--- config.mk ---
export PLATFORM = sky130hd
export DESIGN_NAME = fscr_regs
export DESIGN_NICKNAME = d
export VERILOG_FILES = /design/src/design/fscr_otp_field.v /design/src/design/fscr_regs.v
export VERILOG_INCLUDE_DIRS = /design/src /design/src/design
export SDC_FILE = /design/constraint.sdc
export NUM_CORES = 1
export LEC_CHECK = 0
export BUFFER_PORTS_ARGS = -buffer_cell sky130_fd_sc_hd__buf_2
export CAP_MARGIN = 40
export CORE_MARGIN = 8
export CORE_UTILIZATION = 53
export DETAILED_ROUTE_END_ITERATION = 8
export PLACE_DENSITY = 0.88
export SYNTH_ARGS = -nofsm -noshare
export SYNTH_HDL_FRONTEND = slang
export SYNTH_SLANG_ARGS = --single-unit
export TNS_END_PERCENT = 1
--- constraint.sdc ---
create_clock -name I_CLOCK -period 3.27 [get_ports I_CLOCK]
set_input_delay 0.654 -clock I_CLOCK [delete_from_list [all_inputs] [get_ports I_CLOCK]]
set_output_delay 0.654 -clock I_CLOCK [all_outputs]
set_load 0.02 [all_outputs]
--- src/design/fscr_defs.vh ---
`ifndef FSCR_DEFS_VH
`define FSCR_DEFS_VH

// ****************************************
// command opcodes
// ****************************************
`define FSCR_OP_WRITE_REGS     8'h01
`define FSCR_OP_READ_SECOND    8'h07
`define FSCR_OP_READ_ANY       8'h65
`define FSCR_OP_WRITE_ANY      8'h71

// ****************************************
// any-register addresses
// ****************************************
`define FSCR_ADDR_SR1_NV       8'h00
`define FSCR_ADDR_CR1_NV       8'h02
`define FSCR_ADDR_SR1_V        8'h10
`define FSCR_ADDR_SR2_V        8'h11
`define FSCR_ADDR_CR1_V        8'h12

// ****************************************
// field positions
// ****************************************
`define FSCR_SR2_ERASE_DONE    2
`define FSCR_SR2_ERASE_SUSP    1
`define FSCR_SR2_PROG_SUSP     0
`define FSCR_CR1_PROT_ORIGIN   5
`define FSCR_CR1_PROT_VOLAT    3
`define FSCR_CR1_PARAM_LOC     2
`define FSCR_CR1_FOUR_LANE     1
`define FSCR_CR1_FREEZE        0
`define FSCR_SR1_BP_HI         4
`define FSCR_SR1_BP_LO         2

// ****************************************
// reset and shipped values
// ****************************************
`define FSCR_SR2_RESET         8'h00
`define FSCR_OTP_SHIPPED       3'h0
`define FSCR_NONVOLATILE_BLOCK_PROTECT_BITS_SHIPPED     3'h0
`define FSCR_BP_ALL_ONES       3'h7
`define FSCR_FOUR_LANE_SHIPPED 1'b0
`define FSCR_FREEZE_DEFAULT    1'b0

// ****************************************
// timing
// ****************************************
`define FSCR_CLK_MHZ           20
`define FSCR_T_NV_WRITE_US     500
`define FSCR_T_VOL_WRITE_NS    50

`endif

--- src/design/fscr_otp_field.v ---
`timescale 1ns/10ps
`default_nettype none

// ****************************************
// one-time-programmable field: bits only ever go from 0 to 1
// ****************************************
module fscr_otp_field #(
	parameter       WIDTH = 3,
	parameter [WIDTH-1:0] SHIPPED = {WIDTH{1'b0}}
) (
	input  wire             i_clock,
	input  wire             i_resetn,
	input  wire             i_write,
	input  wire [WIDTH-1:0] i_data,
	output reg  [WIDTH-1:0] o_q
);

	// a zero written over a programmed one is simply dropped
	always @(posedge i_clock or negedge i_resetn) begin
		if (!i_resetn) begin
			o_q <= SHIPPED;
		end else if (i_write) begin
			o_q <= o_q | i_data;
		end
	end

endmodule

`default_nettype wire

--- src/design/fscr_regs.v ---
// Functional notes
// - second status readable by both read commands
// - bit 2 reports last erase-verify result
// - erase result unreliable while suspended
// - bit 1 shows erase-suspend, not writable
// - bit 0 shows program-suspend, not writable
// - config written by both writes, read by any-read
// - origin bit selects top or bottom protection
// - programmed one-time bits ignore zero, no error
// - selector zero: write programs nonvolatile protect slowly
// - selector one forces nonvolatile protect to 111
// - selector one: write updates volatile protect fast
// - location bit puts parameter sectors top or bottom
// - uniform map: location bit has no effect
// - origin and location bits set independently
// - four-lane default seeds volatile four-lane bit
// - nonvolatile four-lane protocol sets four-lane default
// - four-lane default not clearable while protocol active
// - freeze default seeds freeze, host cannot program
// - freeze silently blocks protection, fails one-time program
`timescale 1ns/10ps
`default_nettype none
`include "fscr_defs.vh"

module fscr_regs #(
	parameter NV_WRITE_CYCLES  = `FSCR_T_NV_WRITE_US * `FSCR_CLK_MHZ,
	parameter VOL_WRITE_CYCLES =
		(`FSCR_T_VOL_WRITE_NS * `FSCR_CLK_MHZ + 999) / 1000,
	parameter CNT_W            = 16
) (
	input  wire        I_CLOCK,
	input  wire        I_RESETN,
	input  wire        I_CMD_VALID,
	input  wire [7:0]  I_CMD_OPCODE,
	input  wire [7:0]  I_CMD_ADDR,
	input  wire [15:0] I_CMD_WDATA,
	input  wire        I_CMD_TWO_BYTES,
	input  wire        I_WRITE_ENABLE,
	input  wire        I_ERASE_SUSPEND,
	input  wire        I_PROGRAM_SUSPEND,
	input  wire        I_VERIFY_DONE,
	input  wire        I_VERIFY_PASS,
	input  wire        I_QPI_ACTIVE,
	input  wire        I_QPI_NV_PROGRAMMED,
	input  wire        I_SOFT_RESET,
	input  wire        I_OTP_PROGRAM_REQ,
	input  wire        I_UNIFORM_SECTORS,
	output reg  [7:0]  O_RDATA,
	output reg         O_RVALID,
	output reg         O_BUSY,
	output reg         O_WRITE_DONE,
	output reg         O_PROGRAM_ERROR,
	output reg         O_PROT_ORIGIN,
	output reg         O_PROT_VOLATILE,
	output reg  [2:0]  O_BLOCK_PROTECT,
	output reg         O_PARAM_LOCATION,
	output reg         O_FOUR_LANE,
	output reg         O_FREEZE
);

	localparam [CNT_W-1:0] NV_CNT  = NV_WRITE_CYCLES[CNT_W-1:0];
	localparam [CNT_W-1:0] VOL_CNT = VOL_WRITE_CYCLES[CNT_W-1:0];
	localparam [CNT_W-1:0] CNT_ONE = {{(CNT_W-1){1'b0}}, 1'b1};
	localparam [CNT_W-1:0] CNT_ZERO = {CNT_W{1'b0}};
	localparam [7:0]       SR2_RESET_VAL = `FSCR_SR2_RESET;

	// ****************************************
	// state
	// ****************************************
	reg             load_pending;
	reg  [CNT_W-1:0] busy_cnt;
	reg  [CNT_W-1:0] next_busy_cnt;
	reg             erase_complete_flag;
	reg             erase_suspend_flag;
	reg             program_suspend_flag;
	reg  [2:0]      nonvolatile_block_protect_bits;
	reg  [2:0]      volatile_block_protect;
	reg             four_lane_default_bit;
	reg             volatile_four_lane;
	reg             freeze;
	reg  [7:0]      next_rdata;
	wire [2:0]      otp_bits;

	wire protection_origin_bit       = otp_bits[2];
	wire protect_volatility_selector = otp_bits[1];
	wire parameter_location_bit      = otp_bits[0];
	// not user programmable: fixed default, never written
	wire freeze_default_bit          = `FSCR_FREEZE_DEFAULT;

	// ****************************************
	// command decode
	// ****************************************
	wire is_write_regs = I_CMD_OPCODE == `FSCR_OP_WRITE_REGS;
	wire is_write_any  = I_CMD_OPCODE == `FSCR_OP_WRITE_ANY;
	wire is_read_any   = I_CMD_OPCODE == `FSCR_OP_READ_ANY;
	wire is_read_sec   = I_CMD_OPCODE == `FSCR_OP_READ_SECOND;

	// writes need the enable latch and an idle register file
	wire accept_write = I_CMD_VALID && !load_pending
		&& busy_cnt == CNT_ZERO && I_WRITE_ENABLE
		&& (is_write_regs || is_write_any);

	wire [7:0] first_byte  = I_CMD_WDATA[7:0];
	wire [7:0] second_byte = I_CMD_WDATA[15:8];

	// nonvolatile config byte: second data byte of a 16-cycle write-registers, first data byte of a write-any
	wire nonvolatile_protection_config_write = accept_write && ((is_write_regs && I_CMD_TWO_BYTES)
		|| (is_write_any && I_CMD_ADDR == `FSCR_ADDR_CR1_NV));
	wire [7:0] nonvolatile_protection_config_byte = is_write_regs ? second_byte : first_byte;
	wire volatile_protection_config_write = accept_write && is_write_any
		&& I_CMD_ADDR == `FSCR_ADDR_CR1_V;

	// protect bits: write-registers always carries them
	wire bp_from_wrr = accept_write && is_write_regs;
	wire nonvolatile_block_protect_bits_any   = accept_write && is_write_any
		&& I_CMD_ADDR == `FSCR_ADDR_SR1_NV;
	wire bp_v_any    = accept_write && is_write_any
		&& I_CMD_ADDR == `FSCR_ADDR_SR1_V;
	wire [2:0] bp_data = first_byte[`FSCR_SR1_BP_HI:`FSCR_SR1_BP_LO];

	// freeze locks these silently; no error status is raised
	wire nonvolatile_block_protect_bits_write = !freeze && !protect_volatility_selector
		&& (bp_from_wrr || nonvolatile_block_protect_bits_any);
	wire bp_v_write  = !freeze && (bp_from_wrr || bp_v_any
		|| nonvolatile_block_protect_bits_write);

	// only the defined one-time bits reach the field; others dropped
	wire       otp_write = nonvolatile_protection_config_write && !freeze;
	wire [2:0] otp_data  = {nonvolatile_protection_config_byte[`FSCR_CR1_PROT_ORIGIN],
		nonvolatile_protection_config_byte[`FSCR_CR1_PROT_VOLAT],
		nonvolatile_protection_config_byte[`FSCR_CR1_PARAM_LOC]};
	wire selector_rising = otp_write && otp_data[1]
		&& !protect_volatility_selector;

	// nonvolatile cells take the long write time
	wire slow_write = nonvolatile_protection_config_write || nonvolatile_block_protect_bits_write;

	// byte that lands on the four-lane bits, if any
	wire       four_lane_write = nonvolatile_protection_config_write || volatile_protection_config_write;
	wire [7:0] four_lane_byte  = nonvolatile_protection_config_write ? nonvolatile_protection_config_byte : first_byte;
	// a clear is refused while the four-lane protocol runs
	wire four_lane_value = four_lane_byte[`FSCR_CR1_FOUR_LANE]
		|| I_QPI_ACTIVE;

	// ****************************************
	// one-time-programmable bits
	// ****************************************
	fscr_otp_field #(
		.WIDTH   (3),
		.SHIPPED (`FSCR_OTP_SHIPPED)
	) u_otp (
		.i_clock  (I_CLOCK),
		.i_resetn (I_RESETN),
		.i_write  (otp_write),
		.i_data   (otp_data),
		.o_q      (otp_bits)
	);

	// ****************************************
	// nonvolatile protect and four-lane default
	// ****************************************
	// storage is modelled in flops; reset restores the shipped state
	always @(posedge I_CLOCK or negedge I_RESETN) begin
		if (!I_RESETN) begin
			nonvolatile_block_protect_bits <= `FSCR_NONVOLATILE_BLOCK_PROTECT_BITS_SHIPPED;
			four_lane_default_bit          <= `FSCR_FOUR_LANE_SHIPPED;
		end else begin
			if (selector_rising) begin
				nonvolatile_block_protect_bits <= `FSCR_BP_ALL_ONES;
			end else if (nonvolatile_block_protect_bits_write) begin
				nonvolatile_block_protect_bits <= bp_data;
			end
			if (I_QPI_NV_PROGRAMMED) begin
				four_lane_default_bit <= 1'b1;
			end else if (nonvolatile_protection_config_write) begin
				four_lane_default_bit <= four_lane_value;
			end
		end
	end

	// ****************************************
	// volatile copies
	// ****************************************
	// defaults are copied one cycle after reset release, since an
	// async reset may only load constants
	always @(posedge I_CLOCK or negedge I_RESETN) begin
		if (!I_RESETN) begin
			load_pending           <= 1'b1;
			volatile_block_protect <= `FSCR_NONVOLATILE_BLOCK_PROTECT_BITS_SHIPPED;
			volatile_four_lane     <= `FSCR_FOUR_LANE_SHIPPED;
			freeze                 <= `FSCR_FREEZE_DEFAULT;
		end else begin
			load_pending <= 1'b0;
			if (load_pending) begin
				volatile_block_protect <= nonvolatile_block_protect_bits;
				volatile_four_lane     <= four_lane_default_bit;
				freeze                 <= freeze_default_bit;
			end else if (I_SOFT_RESET) begin
				// command reset leaves freeze alone
				volatile_block_protect <= nonvolatile_block_protect_bits;
				volatile_four_lane     <= four_lane_default_bit;
			end else begin
				if (selector_rising) begin
					volatile_block_protect <= `FSCR_BP_ALL_ONES;
				end else if (bp_v_write) begin
					volatile_block_protect <= bp_data;
				end
				if (I_QPI_NV_PROGRAMMED) begin
					volatile_four_lane <= 1'b1;
				end else if (four_lane_write) begin
					volatile_four_lane <= four_lane_value;
				end
				// freeze can only be set; power cycle or pin reset clears
				if (four_lane_write
					&& four_lane_byte[`FSCR_CR1_FREEZE]) begin
					freeze <= 1'b1;
				end
			end
		end
	end

	// ****************************************
	// write timing
	// ****************************************
	always @* begin
		next_busy_cnt = busy_cnt;
		if (accept_write) begin
			next_busy_cnt = slow_write ? NV_CNT : VOL_CNT;
		end else if (busy_cnt != CNT_ZERO) begin
			next_busy_cnt = busy_cnt - CNT_ONE;
		end
	end

	always @(posedge I_CLOCK or negedge I_RESETN) begin
		if (!I_RESETN) begin
			busy_cnt     <= CNT_ZERO;
			O_BUSY       <= 1'b0;
			O_WRITE_DONE <= 1'b0;
		end else begin
			busy_cnt     <= next_busy_cnt;
			O_BUSY       <= next_busy_cnt != CNT_ZERO;
			O_WRITE_DONE <= busy_cnt == CNT_ONE && !accept_write;
		end
	end

	// ****************************************
	// second status register
	// ****************************************
	// suspend inputs come from the same clock domain: no synchroniser
	always @(posedge I_CLOCK or negedge I_RESETN) begin
		if (!I_RESETN) begin
			erase_complete_flag  <= SR2_RESET_VAL[`FSCR_SR2_ERASE_DONE];
			erase_suspend_flag   <= SR2_RESET_VAL[`FSCR_SR2_ERASE_SUSP];
			program_suspend_flag <= SR2_RESET_VAL[`FSCR_SR2_PROG_SUSP];
		end else begin
			// held across a suspend; the host must not trust it then
			if (I_VERIFY_DONE) begin
				erase_complete_flag <= I_VERIFY_PASS;
			end
			erase_suspend_flag   <= I_ERASE_SUSPEND;
			program_suspend_flag <= I_PROGRAM_SUSPEND;
		end
	end

	// ****************************************
	// read path
	// ****************************************
	wire [7:0] sr2_value = {5'h00, erase_complete_flag,
		erase_suspend_flag, program_suspend_flag};
	wire [7:0] nonvolatile_protection_config_value = {2'h0, protection_origin_bit, 1'b0,
		protect_volatility_selector, parameter_location_bit,
		four_lane_default_bit, freeze_default_bit};
	wire [7:0] volatile_protection_config_value = {2'h0, protection_origin_bit, 1'b0,
		protect_volatility_selector, parameter_location_bit,
		volatile_four_lane, freeze};

	always @* begin
		next_rdata = 8'h00;
		if (is_read_sec) begin
			next_rdata = sr2_value;
		end else if (is_read_any) begin
			case (I_CMD_ADDR)
				`FSCR_ADDR_SR2_V: begin
					next_rdata = sr2_value;
				end
				`FSCR_ADDR_CR1_NV: begin
					next_rdata = nonvolatile_protection_config_value;
				end
				`FSCR_ADDR_CR1_V: begin
					next_rdata = volatile_protection_config_value;
				end
				`FSCR_ADDR_SR1_NV: begin
					next_rdata = {3'h0, nonvolatile_block_protect_bits, 2'h0};
				end
				`FSCR_ADDR_SR1_V: begin
					next_rdata = {3'h0, volatile_block_protect, 2'h0};
				end
				default: begin
					next_rdata = 8'h00;
				end
			endcase
		end
	end

	wire read_cmd = I_CMD_VALID && !load_pending
		&& (is_read_sec || is_read_any);

	always @(posedge I_CLOCK or negedge I_RESETN) begin
		if (!I_RESETN) begin
			O_RDATA  <= 8'h00;
			O_RVALID <= 1'b0;
		end else begin
			O_RVALID <= read_cmd;
			if (read_cmd) begin
				O_RDATA <= next_rdata;
			end
		end
	end

	// ****************************************
	// protection outputs
	// ****************************************
	always @(posedge I_CLOCK or negedge I_RESETN) begin
		if (!I_RESETN) begin
			O_PROGRAM_ERROR  <= 1'b0;
			O_PROT_ORIGIN    <= 1'b0;
			O_PROT_VOLATILE  <= 1'b0;
			O_BLOCK_PROTECT  <= 3'h0;
			O_PARAM_LOCATION <= 1'b0;
			O_FOUR_LANE      <= 1'b0;
			O_FREEZE         <= 1'b0;
		end else begin
			O_PROGRAM_ERROR  <= I_OTP_PROGRAM_REQ && freeze;
			O_PROT_ORIGIN    <= protection_origin_bit;
			O_PROT_VOLATILE  <= protect_volatility_selector;
			// selector picks which copy governs protection
			O_BLOCK_PROTECT  <= protect_volatility_selector
				? volatile_block_protect
				: nonvolatile_block_protect_bits;
			// uniform sectors: location bit means nothing
			O_PARAM_LOCATION <= parameter_location_bit
				&& !I_UNIFORM_SECTORS;
			O_FOUR_LANE      <= volatile_four_lane;
			O_FREEZE         <= freeze;
		end
	end

endmodule

`default_nettype wire

==> impl_results.md, run 1 <==
* Status: finished, final reports clean
* Tmin final at 2.58 ns
* Synth area leaders: dfrtp_1 (46%), mux2i_1 (4.5%), nand2_1 (4.1%), nor2_1 (3.3%), xnor2_1 (2.6%)
* Clk sinks at 50
* WP data required at 3.45 ns
* Setup ws final at 0.692 ns
* Max Slew Vio Count at 0
* Placed Area at 0.00303 mm^2
* Worst path slowest cell: nor4_2
* RSZ-0062 raised after global routing: false
* Cell family with most CP delay: simple AND/OR/NAND/NOR gates
* Remaining Overflow, GRT at 0
* Most used DFF post-synth: dfrtp_1
* Worst Path Buf+Inv at 1
* Root buf cell: clkbuf_8
* Clock latency on the worst-skew pair at 0.31 ns
* Nets at 375
* Static leakage power at 0.00147 uW
* Post-CTS sizing at 0
* Largest net degree at the start of global routing at 34
* Clock skew at 0.0109 ns
* Fin area at 0.00311 mm^2
* Crit Path Class: reg -> reg
* CP Depth at 8
* Dpl ws at 0.511 ns
* Hold buffers post-CTS at 0
* Top-area cell type share of the netlist area at 46.3%
* Synth warn at 0
* Multi-input logic area at 0.00133 mm^2
* Worst VDD drop at 0.220 mV
* CP Launch Type: flop
* Die area at 0.00751 mm^2
* Fmax at 388 MHz
* Critical Path End Type: flop
* Crit-path cells: inv_1 > ha_1 > nor4b_2 > nand4_1 > nor4_2 > mux2_2 > nor3_1 > a31oi_1
* Most frequent cells after synthesis: dfrtp_1 (49), nand2_1 (29), nor2_1 (23), mux2i_1 (12)
* Vias per Instance at 5.63
* Most frequent cell after synthesis: dfrtp_1
* CTS tree: yes
* CTS Buf Count at 5
* First-pass GRT wire length at 10,600 um
* Avg Synthesized Cell Area at 10.2 um^2
* Overall routed net length at 6260 um
* EDFF count, synth at 0
* Antenna cells at 0
* Syn Inst Count at 260
* Hold Vio Cnt, Final at 0
* Routed length per placed instance at 15.9 um
* # rows at 25
* Worst hold margin at 0.272 ns
* Seq/Total Area, Yosys at 47.3%
* Vert. Die Dim at 86.7 um
* Crit path max fanout at 6
* Worst slew pin tran at 0.755 ns
* Core ar. at 0.00479 mm^2
* Distinct cell type count after synthesis at 62
* # DRC at 0
* Longest Clk Path Bufs at 2
* WP data arrival at 2.76 ns
* Normalized max-slew margin at 49.2%
* GP Congestion at 0.889
* ANT nets after route at 0
* GRT Resource Usage Total at 17.8%
* Utilization after layout at 65.1%
* Fraction of layout cells with a size suffix above 1 at 28.1%
* Register clock-pin slew on the reported worst setup and hold paths at 0.10 ns
* Vias in the first global route at 2,299
* Hpwl dp at 4970 um
* Area leader, netlist: dfrtp_1
* DR iter-0 viols at 110
* Number of top-level pins at 66
* Post CTS Setup Buffer Count at 0
* FF+latch count, synth at 50
* PortBufs at 58
* DRT Pass-1 Iters at 4
* Pwr dens at 341 mW/mm^2
* Fillers at 407
* Final Cycle Share at 78.8%
* Seq. cell area at 0.00125 mm^2
* Max capacitance violation total at 0
* Synth async-reset ratio at 100%
* Fin Setup TNS at 0 ns
* CP peak stage delay at 0.46 ns
* HP Class: in -> async
* Routed vias at 2,219
* H-Tree Depth at 2
* Mapped Area at 0.00265 mm^2
* Initial antenna violation count at 0
* Final Setup Violations at 0
* Reg2Reg Depth at 8
* Synth-to-layout area growth at 17.7%
* Initial Utilization at 55.3%
* DIE WIDTH at 86.7 um
==> cell families after synthesis <==
group	after synthesis	share of synthesized area [%]
simple gates	118	25.9
flops	50	47.3
compound gates	45	11.0
mux	18	7.09
xor+xnor	13	4.30
buf+inv	12	2.79
fa+ha+maj	3	1.42
other cells	1	0.142
==> final timing paths <==
path | slack, ns | startpoint | end
max | 0.69 | busy_cnt[0] | volatile_four_lane
min | 0.27 | I_RESETN | O_RDATA[0]
max reg2reg | 0.69 | busy_cnt[0] | volatile_four_lane
min reg2reg | 0.42 | u_otp.o_q[2] | O_PROT_ORIGIN
max in group asynchronous | 2.41 | I_RESETN | load_pending
min in group I_CLOCK | 0.42 | u_otp.o_q[2] | O_PROT_ORIGIN
==> per-layer routing <==
layer | GRT usage, % | vias to the layer above | share of wire (%)
met1 | 20.9 | 1061 | 43
met3 | 5.29 | 12 | 5.6
met4 | 7.04 | 0 | 1.8
li1 | - | 1080 | -
met5 | 0 | - | 0
met2 | 29.8 | 66 | 50
==> metrics by stage <==
stage | std cells | power (uW)
global route | 394 | 1110
floorplan | 262 | 669
global placement | 385 | 712
CTS | 394 | 1070
detailed placement | 386 | 718
finish | 394 | 1060
==> state kept, by name, summed over array words and instances (netlist names), 3 cells and up <==
register,cells
O_RDATA,6
busy_cnt,16
u_otp.o_q,3
O_BLOCK_PROTECT,3
nonvolatile_block_protect_bits,3
volatile_block_protect,3
==> area by class of cell <==
cell class / instances / area share (%)
flip-flops and latches: 50 / 40.2
repair buffers: 63 / 10.9
well taps: 67 / 2.69
multi-input cells: 200 / 42.6
clock buffers: 6 / 2.33
inverters: 6 / 0.723
clock inverters: 2 / 0.482
==> power by group <==
part | internal, uW | total [uW] | switching (uW)
sequential | 623 | 627 | 3.54
clock | 151 | 355 | 204
combinational | 32.8 | 78.5 | 45.7
==> worst register-to-register path, cell delays in order (launching register included) <==
cell and delay [ns]:
dfrtp_1 0.45, inv_1 0.11, ha_1 0.15, nor4b_2 0.35
nand4_1 0.21, nor4_2 0.46, mux2_2 0.38, nor3_1 0.21
a31oi_1 0.13
==> cells in the final DEF (no fill, tap or decap), drive strengths merged, types with 8 or more instances in the layout <==
| cell | n |
|---|---|
| nand2 | 29 |
| buf | 63 |
| and2 | 8 |
| xnor2 | 8 |
| dfrtp | 49 |
| o21ai | 12 |
| nor2 | 23 |
| nor4 | 8 |
| a21oi | 11 |
| mux2i | 12 |
| nand3 | 8 |
| nor3 | 9 |
(Power assumes the default switching activity.)
==> inputs of run 2 (changes only) <==
Clock period 3.27 ns to 2.7 ns, I/O delays scaled along.
==> run 2 against run 1 <==
Effect of this change: count of clock-buffer cells in the layout up 1; sequential share of layout area down 0.73 points; via count up 2.7%; critical path depth unchanged; wire length up 1.6%; worst setup slack worse by 0.41 ns; worst hold slack worse by 0.11 ns; sequential cell count unchanged.
==> impl_results.md, run 2 (synthesized netlist as in run 1, its figures left out) <==
* Core ar. at 0.00479 mm^2 (unchanged)
* Nets at 381 (+1.6%)
* Initial Utilization at 55.3% (unchanged)
* Placed Area at 0.00306 mm^2 (+1.1%)
* Vias in the first global route at 2,341 (+1.8%)
* Fin area at 0.00317 mm^2 (+1.8%)
* Clk sinks at 50 (unchanged)
* Cell family with most CP delay: simple AND/OR/NAND/NOR gates
* Max Slew Vio Count at 0 (unchanged)
* RSZ-0062 raised after global routing: false
* Largest registers: busy_cnt x16, O_RDATA x6
* Sw Share at 23.3% (-0.66 points)
* Number of top-level pins at 66 (unchanged)
* Internal power at 1010 uW (+25%)
* Fraction of layout cells with a size suffix above 1 at 29.4% (+1.3 points)
* WP data arrival at 2.65 ns (-0.11 ns)
* Crit Path Class: reg -> reg
* Clock share of power at 34.8% (+1.3 points)
* Top reg by flops: busy_cnt
* Fillers at 386 (-5.2%)
* Clock latency on the worst-skew pair at 0.30 ns (about the same)
* Sequential power share at 57.8% (-1.3 points)
* Normalized max-slew margin at 55.9% (+6.7 points)
* Hpwl dp at 5050 um (+1.6%)
* Post CTS Setup Buffer Count at 0 (unchanged)
* Max capacitance violation total at 0 (unchanged)
* Fmax at 413 MHz (+6.5%)
* Pwr dens at 414 mW/mm^2 (+22%)
* CP Launch Type: flop
* Multi-input logic area at 0.00135 mm^2 (+1.3%)
* Most frequent cells in the layout: buf_2 (58), dfrtp_1 (49), nand2_1 (29)
* Worst path slowest cell: or4b_4
* Longest Clk Path Bufs at 2 (unchanged)
* GP Congestion at 0.878 (-1.3%)
* ANT nets after route at 0 (unchanged)
* Comb pwr share at 7.4% (about the same)
* HP Class: in -> async
* Fin Setup TNS at 0 ns (unchanged)
* # DRC at 0 (unchanged)
* GRT Resource Usage Total at 17.2% (-0.65 points)
* CTS tree: yes
* WP data required at 2.93 ns (-0.52 ns)
* Final Setup Violations at 0 (unchanged)
* Commonest non-fill, non-tap cell in the layout: buf_2
* Vias per Instance at 5.70 (+1.2%)
* Crit path max fanout at 6 (unchanged)
* Worst Path Buf+Inv at 1 (unchanged)
* # rows at 25 (unchanged)
* Tmin final at 2.42 ns (-0.158 ns)
* Hold Vio Cnt, Final at 0 (unchanged)
* Register clock-pin slew on the reported worst setup and hold paths at 0.09 ns (about the same)
* Root buf cell: clkbuf_8
* DR iter-0 viols at 141 (+28%)
* Remaining Overflow, GRT at 0 (unchanged)
* Overall routed net length at 6370 um (+1.6%)
* PortBufs at 58 (unchanged)
* CTS Buf Count at 5 (unchanged)
* Status: finished, final reports clean
* DRT Pass-1 Iters at 4 (unchanged)
* Final Cycle Share at 89.6% (+11 points)
* Die area at 0.00751 mm^2 (unchanged)
* Antenna cells at 0 (unchanged)
* Worst hold margin at 0.158 ns (-0.114 ns)
* H-Tree Depth at 2 (unchanged)
* Synth-to-layout area growth at 19.9%
* Worst slew pin tran at 0.657 ns (-0.0984 ns)
* Largest net degree at the start of global routing at 34 (unchanged)
* Static leakage power at 0.00152 uW (+3.1%)
* Seq. cell area at 0.00125 mm^2 (unchanged)
* DIE WIDTH at 86.7 um (unchanged)
* P_sw at 305 uW (+20%)
* Initial antenna violation count at 0 (unchanged)
* Routed length per placed instance at 15.9 um (+0.10%)
* Vert. Die Dim at 86.7 um (unchanged)
* First-pass GRT wire length at 10,400 um (-2.1%)
* Routed vias at 2,280 (+2.7%)
* Worst VDD drop at 0.311 mV (+41%)
* Clock skew at 0.0108 ns (-0.0000801 ns)
* Crit-path cells: inv_1 > ha_1 > nor4b_4 > nand4_2 > or2_4 > or4b_4 > and2_4 > a21oi_1
* CP peak stage delay at 0.55 ns (+0.09 ns)
* Number of flip-flops in the largest register at 16 (unchanged)
* Critical Path End Type: flop
-- run 2: worst paths after layout --
| check | start | end | slack (ns) | depth (start not counted) |
|---|---|---|---|---|
| max in group asynchronous | I_RESETN | load_pending | 1.76 | 2 |
| worst max register to register | busy_cnt[1] | volatile_block_protect[1] | 0.28 | 8 |
| worst min-delay path | I_RESETN | busy_cnt[6] | 0.16 | 1 |
| worst max-delay path | busy_cnt[1] | volatile_block_protect[1] | 0.28 | 8 |
| worst min register to register | volatile_four_lane | O_FOUR_LANE | 0.43 | 0 |
| min in group I_CLOCK | I_PROGRAM_SUSPEND | program_suspend_flag | 0.34 | 1 |
-- run 2: repair_timing --
action                     CTS  global route
hold buffers                 0             0
gates resized for setup      0             2
setup endpoints to repair    0             2
-- run 2: metal layers --
| layer | track usage, % | up-vias | part of all wire, % |
|---|---|---|---|
| li1 | - | 1089 | - |
| met5 | 0 | - | 0 |
| met2 | 29.3 | 74 | 52 |
| met1 | 20.1 | 1112 | 41 |
| met3 | 5.20 | 5 | 6.5 |
| met4 | 5.48 | 0 | 0.33 |
-- run 2: power by group through the flow --
stage                     Sequential (uW)  Combinational [uW]  Clock, uW
after global routing                  760                 108        493
after detailed placement              774                96.1          0
after floorplan                       773                37.1          0
final                                 759                97.3        456
after CTS                             759                96.5        464
after global placement                773                93.2          0
-- run 2: per-stage QoR --
stage               setup WS, ns  power, uW  utilization, %  cells
finish                     0.280       1310            66.3    400
global route              0.0722       1360            66.3    400
CTS                        0.147       1320            65.9    400
detailed placement        0.0987        870            63.9    392
global placement           0.157        866            63.9    392
floorplan                  0.297        810               -    262
-- run 2: cell type report --
cell class                 instances  share of cell area [%]
sequential                        50                    39.5
multi-input combinational        200                    42.4
inverter                           6                   0.710
clock inverter                     1                   0.276
tap                               67                    2.64
clock buffer                       7                    2.72
timing repair buffer              69                    11.8
==> inputs of run 3 (changes only) <==
Settings changed: BUFFER_PORTS_ARGS -buffer_cell sky130_fd_sc_hd__buf_2 to default, CORE_UTILIZATION 53 to 60, DONT_BUFFER_PORTS from default to 1, PLACE_DENSITY 0.88 to 0.84.
==> run 3 against run 2 <==
Effect of this change: critical path depth stayed put; total power up 1.7%; register-to-register slack lost 0.11 ns; cell count is 19% lower; combinational power decreased by 44%; wire length is 3.3% lower; worst hold slack lost 0.092 ns; count of clock-buffer cells in the layout fell by 1; largest cell class unchanged; largest power group unchanged; highest routed layer unchanged.
==> impl_results.md, run 3 (synthesized netlist as in run 1, its figures left out) <==
* CTS Buf Count at 5 (unchanged)
* Vert. Die Dim at 82.4 um (-4.9%)
* DIE WIDTH at 82.4 um (-4.9%)
* Fillers at 337 (-13%)
* HP Class: in -> async
* GP Congestion at 0.978 (+11%)
* Largest net degree at the start of global routing at 50 (+47%)
* Synth-to-layout area growth at 8.32%
* Root buf cell: clkbuf_8
* Fin Setup TNS at 0 ns (unchanged)
* Hpwl dp at 4620 um (-8.5%)
* CTS tree: yes
* Post CTS Setup Buffer Count at 0 (unchanged)
* Commonest non-fill, non-tap cell in the layout: dfrtp_1
* Pwr dens at 466 mW/mm^2 (+12%)
* Fraction of layout cells with a size suffix above 1 at 13.6% (-16 points)
* Critical Path End Type: flop
* Utilization after layout at 66.8% (+0.48 points)
* Reg2Reg Launch Point: busy_cnt[1]
* Static leakage power at 0.00126 uW (-17%)
* WP data required at 2.87 ns (-0.06 ns)
* Layout Cells excl Fill at 324 (-19%)
* Register clock-pin slew on the reported worst setup and hold paths at 0.09 ns (about the same)
* PortBufs at 0 (-100%)
* CP Launch Type: flop
* RSZ-0062 raised after global routing: false
* Vias per Instance at 6.24 (+9.4%)
* Vias in the first global route at 2,044 (-13%)
* WP data arrival at 2.70 ns (+0.05 ns)
* Overall routed net length at 6160 um (-3.3%)
* Clock latency on the worst-skew pair at 0.30 ns (about the same)
* Tmin final at 2.53 ns (+0.115 ns)
* Routed vias at 2,021 (-11%)
* Multi-input logic area at 0.00134 mm^2 (-0.65%)
* Worst VDD drop at 0.357 mV (+15%)
* Final Cycle Share at 93.9% (+4.2 points)
* Number of top-level pins at 66 (unchanged)
* Clock skew at 0.00726 ns (-0.00352 ns)
* Remaining Overflow, GRT at 0 (unchanged)
* H-Tree Depth at 2 (unchanged)
* Crit path max fanout at 5 (-1)
* Hold Vio Cnt, Final at 0 (unchanged)
* Seq. cell area at 0.00125 mm^2 (unchanged)
* Setup ws final at 0.165 ns (-0.115 ns)
* Max Slew Vio Count at 0 (unchanged)
* Antenna cells at 0 (unchanged)
* Largest registers: busy_cnt x16, O_RDATA x6
* Most frequent cells in the layout: dfrtp_1 (49), nand2_1 (29), nor2_1 (23)
* # DRC at 0 (unchanged)
* R2r endpoint: volatile_four_lane
* Dpl ws at 0.151 ns (+0.0519 ns)
* Top reg by flops: busy_cnt
* DRT Pass-1 Iters at 4 (unchanged)
* Number of flip-flops in the largest register at 16 (unchanged)
* R2R Setup Slk at 0.17 ns (-0.11 ns)
* Initial Utilization at 61.6% (+6.3 points)
* Clk sinks at 50 (unchanged)
* DR iter-0 viols at 130 (-7.8%)
* # rows at 24 (-4.0%)
* First-pass GRT wire length at 9740 um (-6.2%)
* ANT nets after route at 0 (unchanged)
* Core ar. at 0.00429 mm^2 (-10%)
* Status: finished, final reports clean
* Routed length per placed instance at 19.0 um (+19%)
* Die area at 0.00679 mm^2 (-9.6%)
* Normalized max-slew margin at 57.4% (+1.5 points)
* Fmax at 395 MHz (-4.5%)
* Final Setup Violations at 0 (unchanged)
* Max capacitance violation total at 0 (unchanged)
* GRT Resource Usage Total at 18.8% (+1.6 points)
* Initial antenna violation count at 0 (unchanged)
* Crit Path Class: reg -> reg
* Reg2Reg Depth at 8 (unchanged)
* Worst slew pin tran at 0.635 ns (-0.0218 ns)
* Longest Clk Path Bufs at 2 (unchanged)
* Placed instance count at 315 (-20%)
* Nets at 320 (-16%)
==> run 3: how the worst max path moves through the flow <==
stage / depth (start not counted) / startpoint / end
finish: 8 / busy_cnt[1] / volatile_four_lane
global route: 8 / busy_cnt[1] / volatile_four_lane
CTS: 8 / busy_cnt[1] / volatile_four_lane
detailed placement: 8 / busy_cnt[1] / volatile_four_lane
global placement: 8 / busy_cnt[1] / volatile_four_lane
floorplan: 8 / busy_cnt[0] / volatile_four_lane
==> run 3: timing repair <==
action	4_1_cts	5_1_grt
resized for setup	0	1
hold buffers	1	0
hold endpoints to repair	49	0
endpoints found under the setup margin	0	4
==> run 3: cell type report <==
class,count,share of cell area [%]
Sequential cell,50,43.7
Tap cell,52,2.27
Inverter,6,0.786
Clock buffer,6,2.53
Multi-Input combinational cell,200,46.6
Timing Repair Buffer,8,2.79
Clock inverter,2,1.31
==> run 3: through the flow <==
| stage | total power [uW] | hold slack (ns) | cell area (um^2) |
|---|---|---|---|
| after floorplan | 810 | 0.244 | 2650 |
| after global placement | 810 | 0.246 | 2720 |
| after detailed placement | 810 | 0.246 | 2720 |
| after CTS | 1340 | 0.0585 | 2860 |
| after global routing | 1380 | 0.0509 | 2870 |
| final | 1330 | 0.0660 | 2870 |
==> run 3: power by group <==
group	leakage (uW)	internal (uW)	switching, uW
sequential	0.000630	755	4.04
combinational	0.000576	21.3	33.1
clock	0.0000514	276	245
total	0.00126	1050	282
==> run 3: per-layer routing <==
metal	routed length [um]	global-route usage, %	vias to the layer above	part of all wire (%)
met4	102	8.42	0	1.7
li1	-	-	959	-
met2	2970	29.9	96	48
met3	666	6.71	11	11
met5	0	0	-	0
met1	2420	22.4	955	39
==> run 3: critical path, cell delays in order, from the launching register on <==
cell and delay [ns]:
dfrtp_1 0.44, inv_1 0.13, ha_1 0.16, nor4b_4 0.29, nand4_1 0.21, nor4_2 0.47, mux2_2 0.39, nor3_1 0.20
a31oi_1 0.12
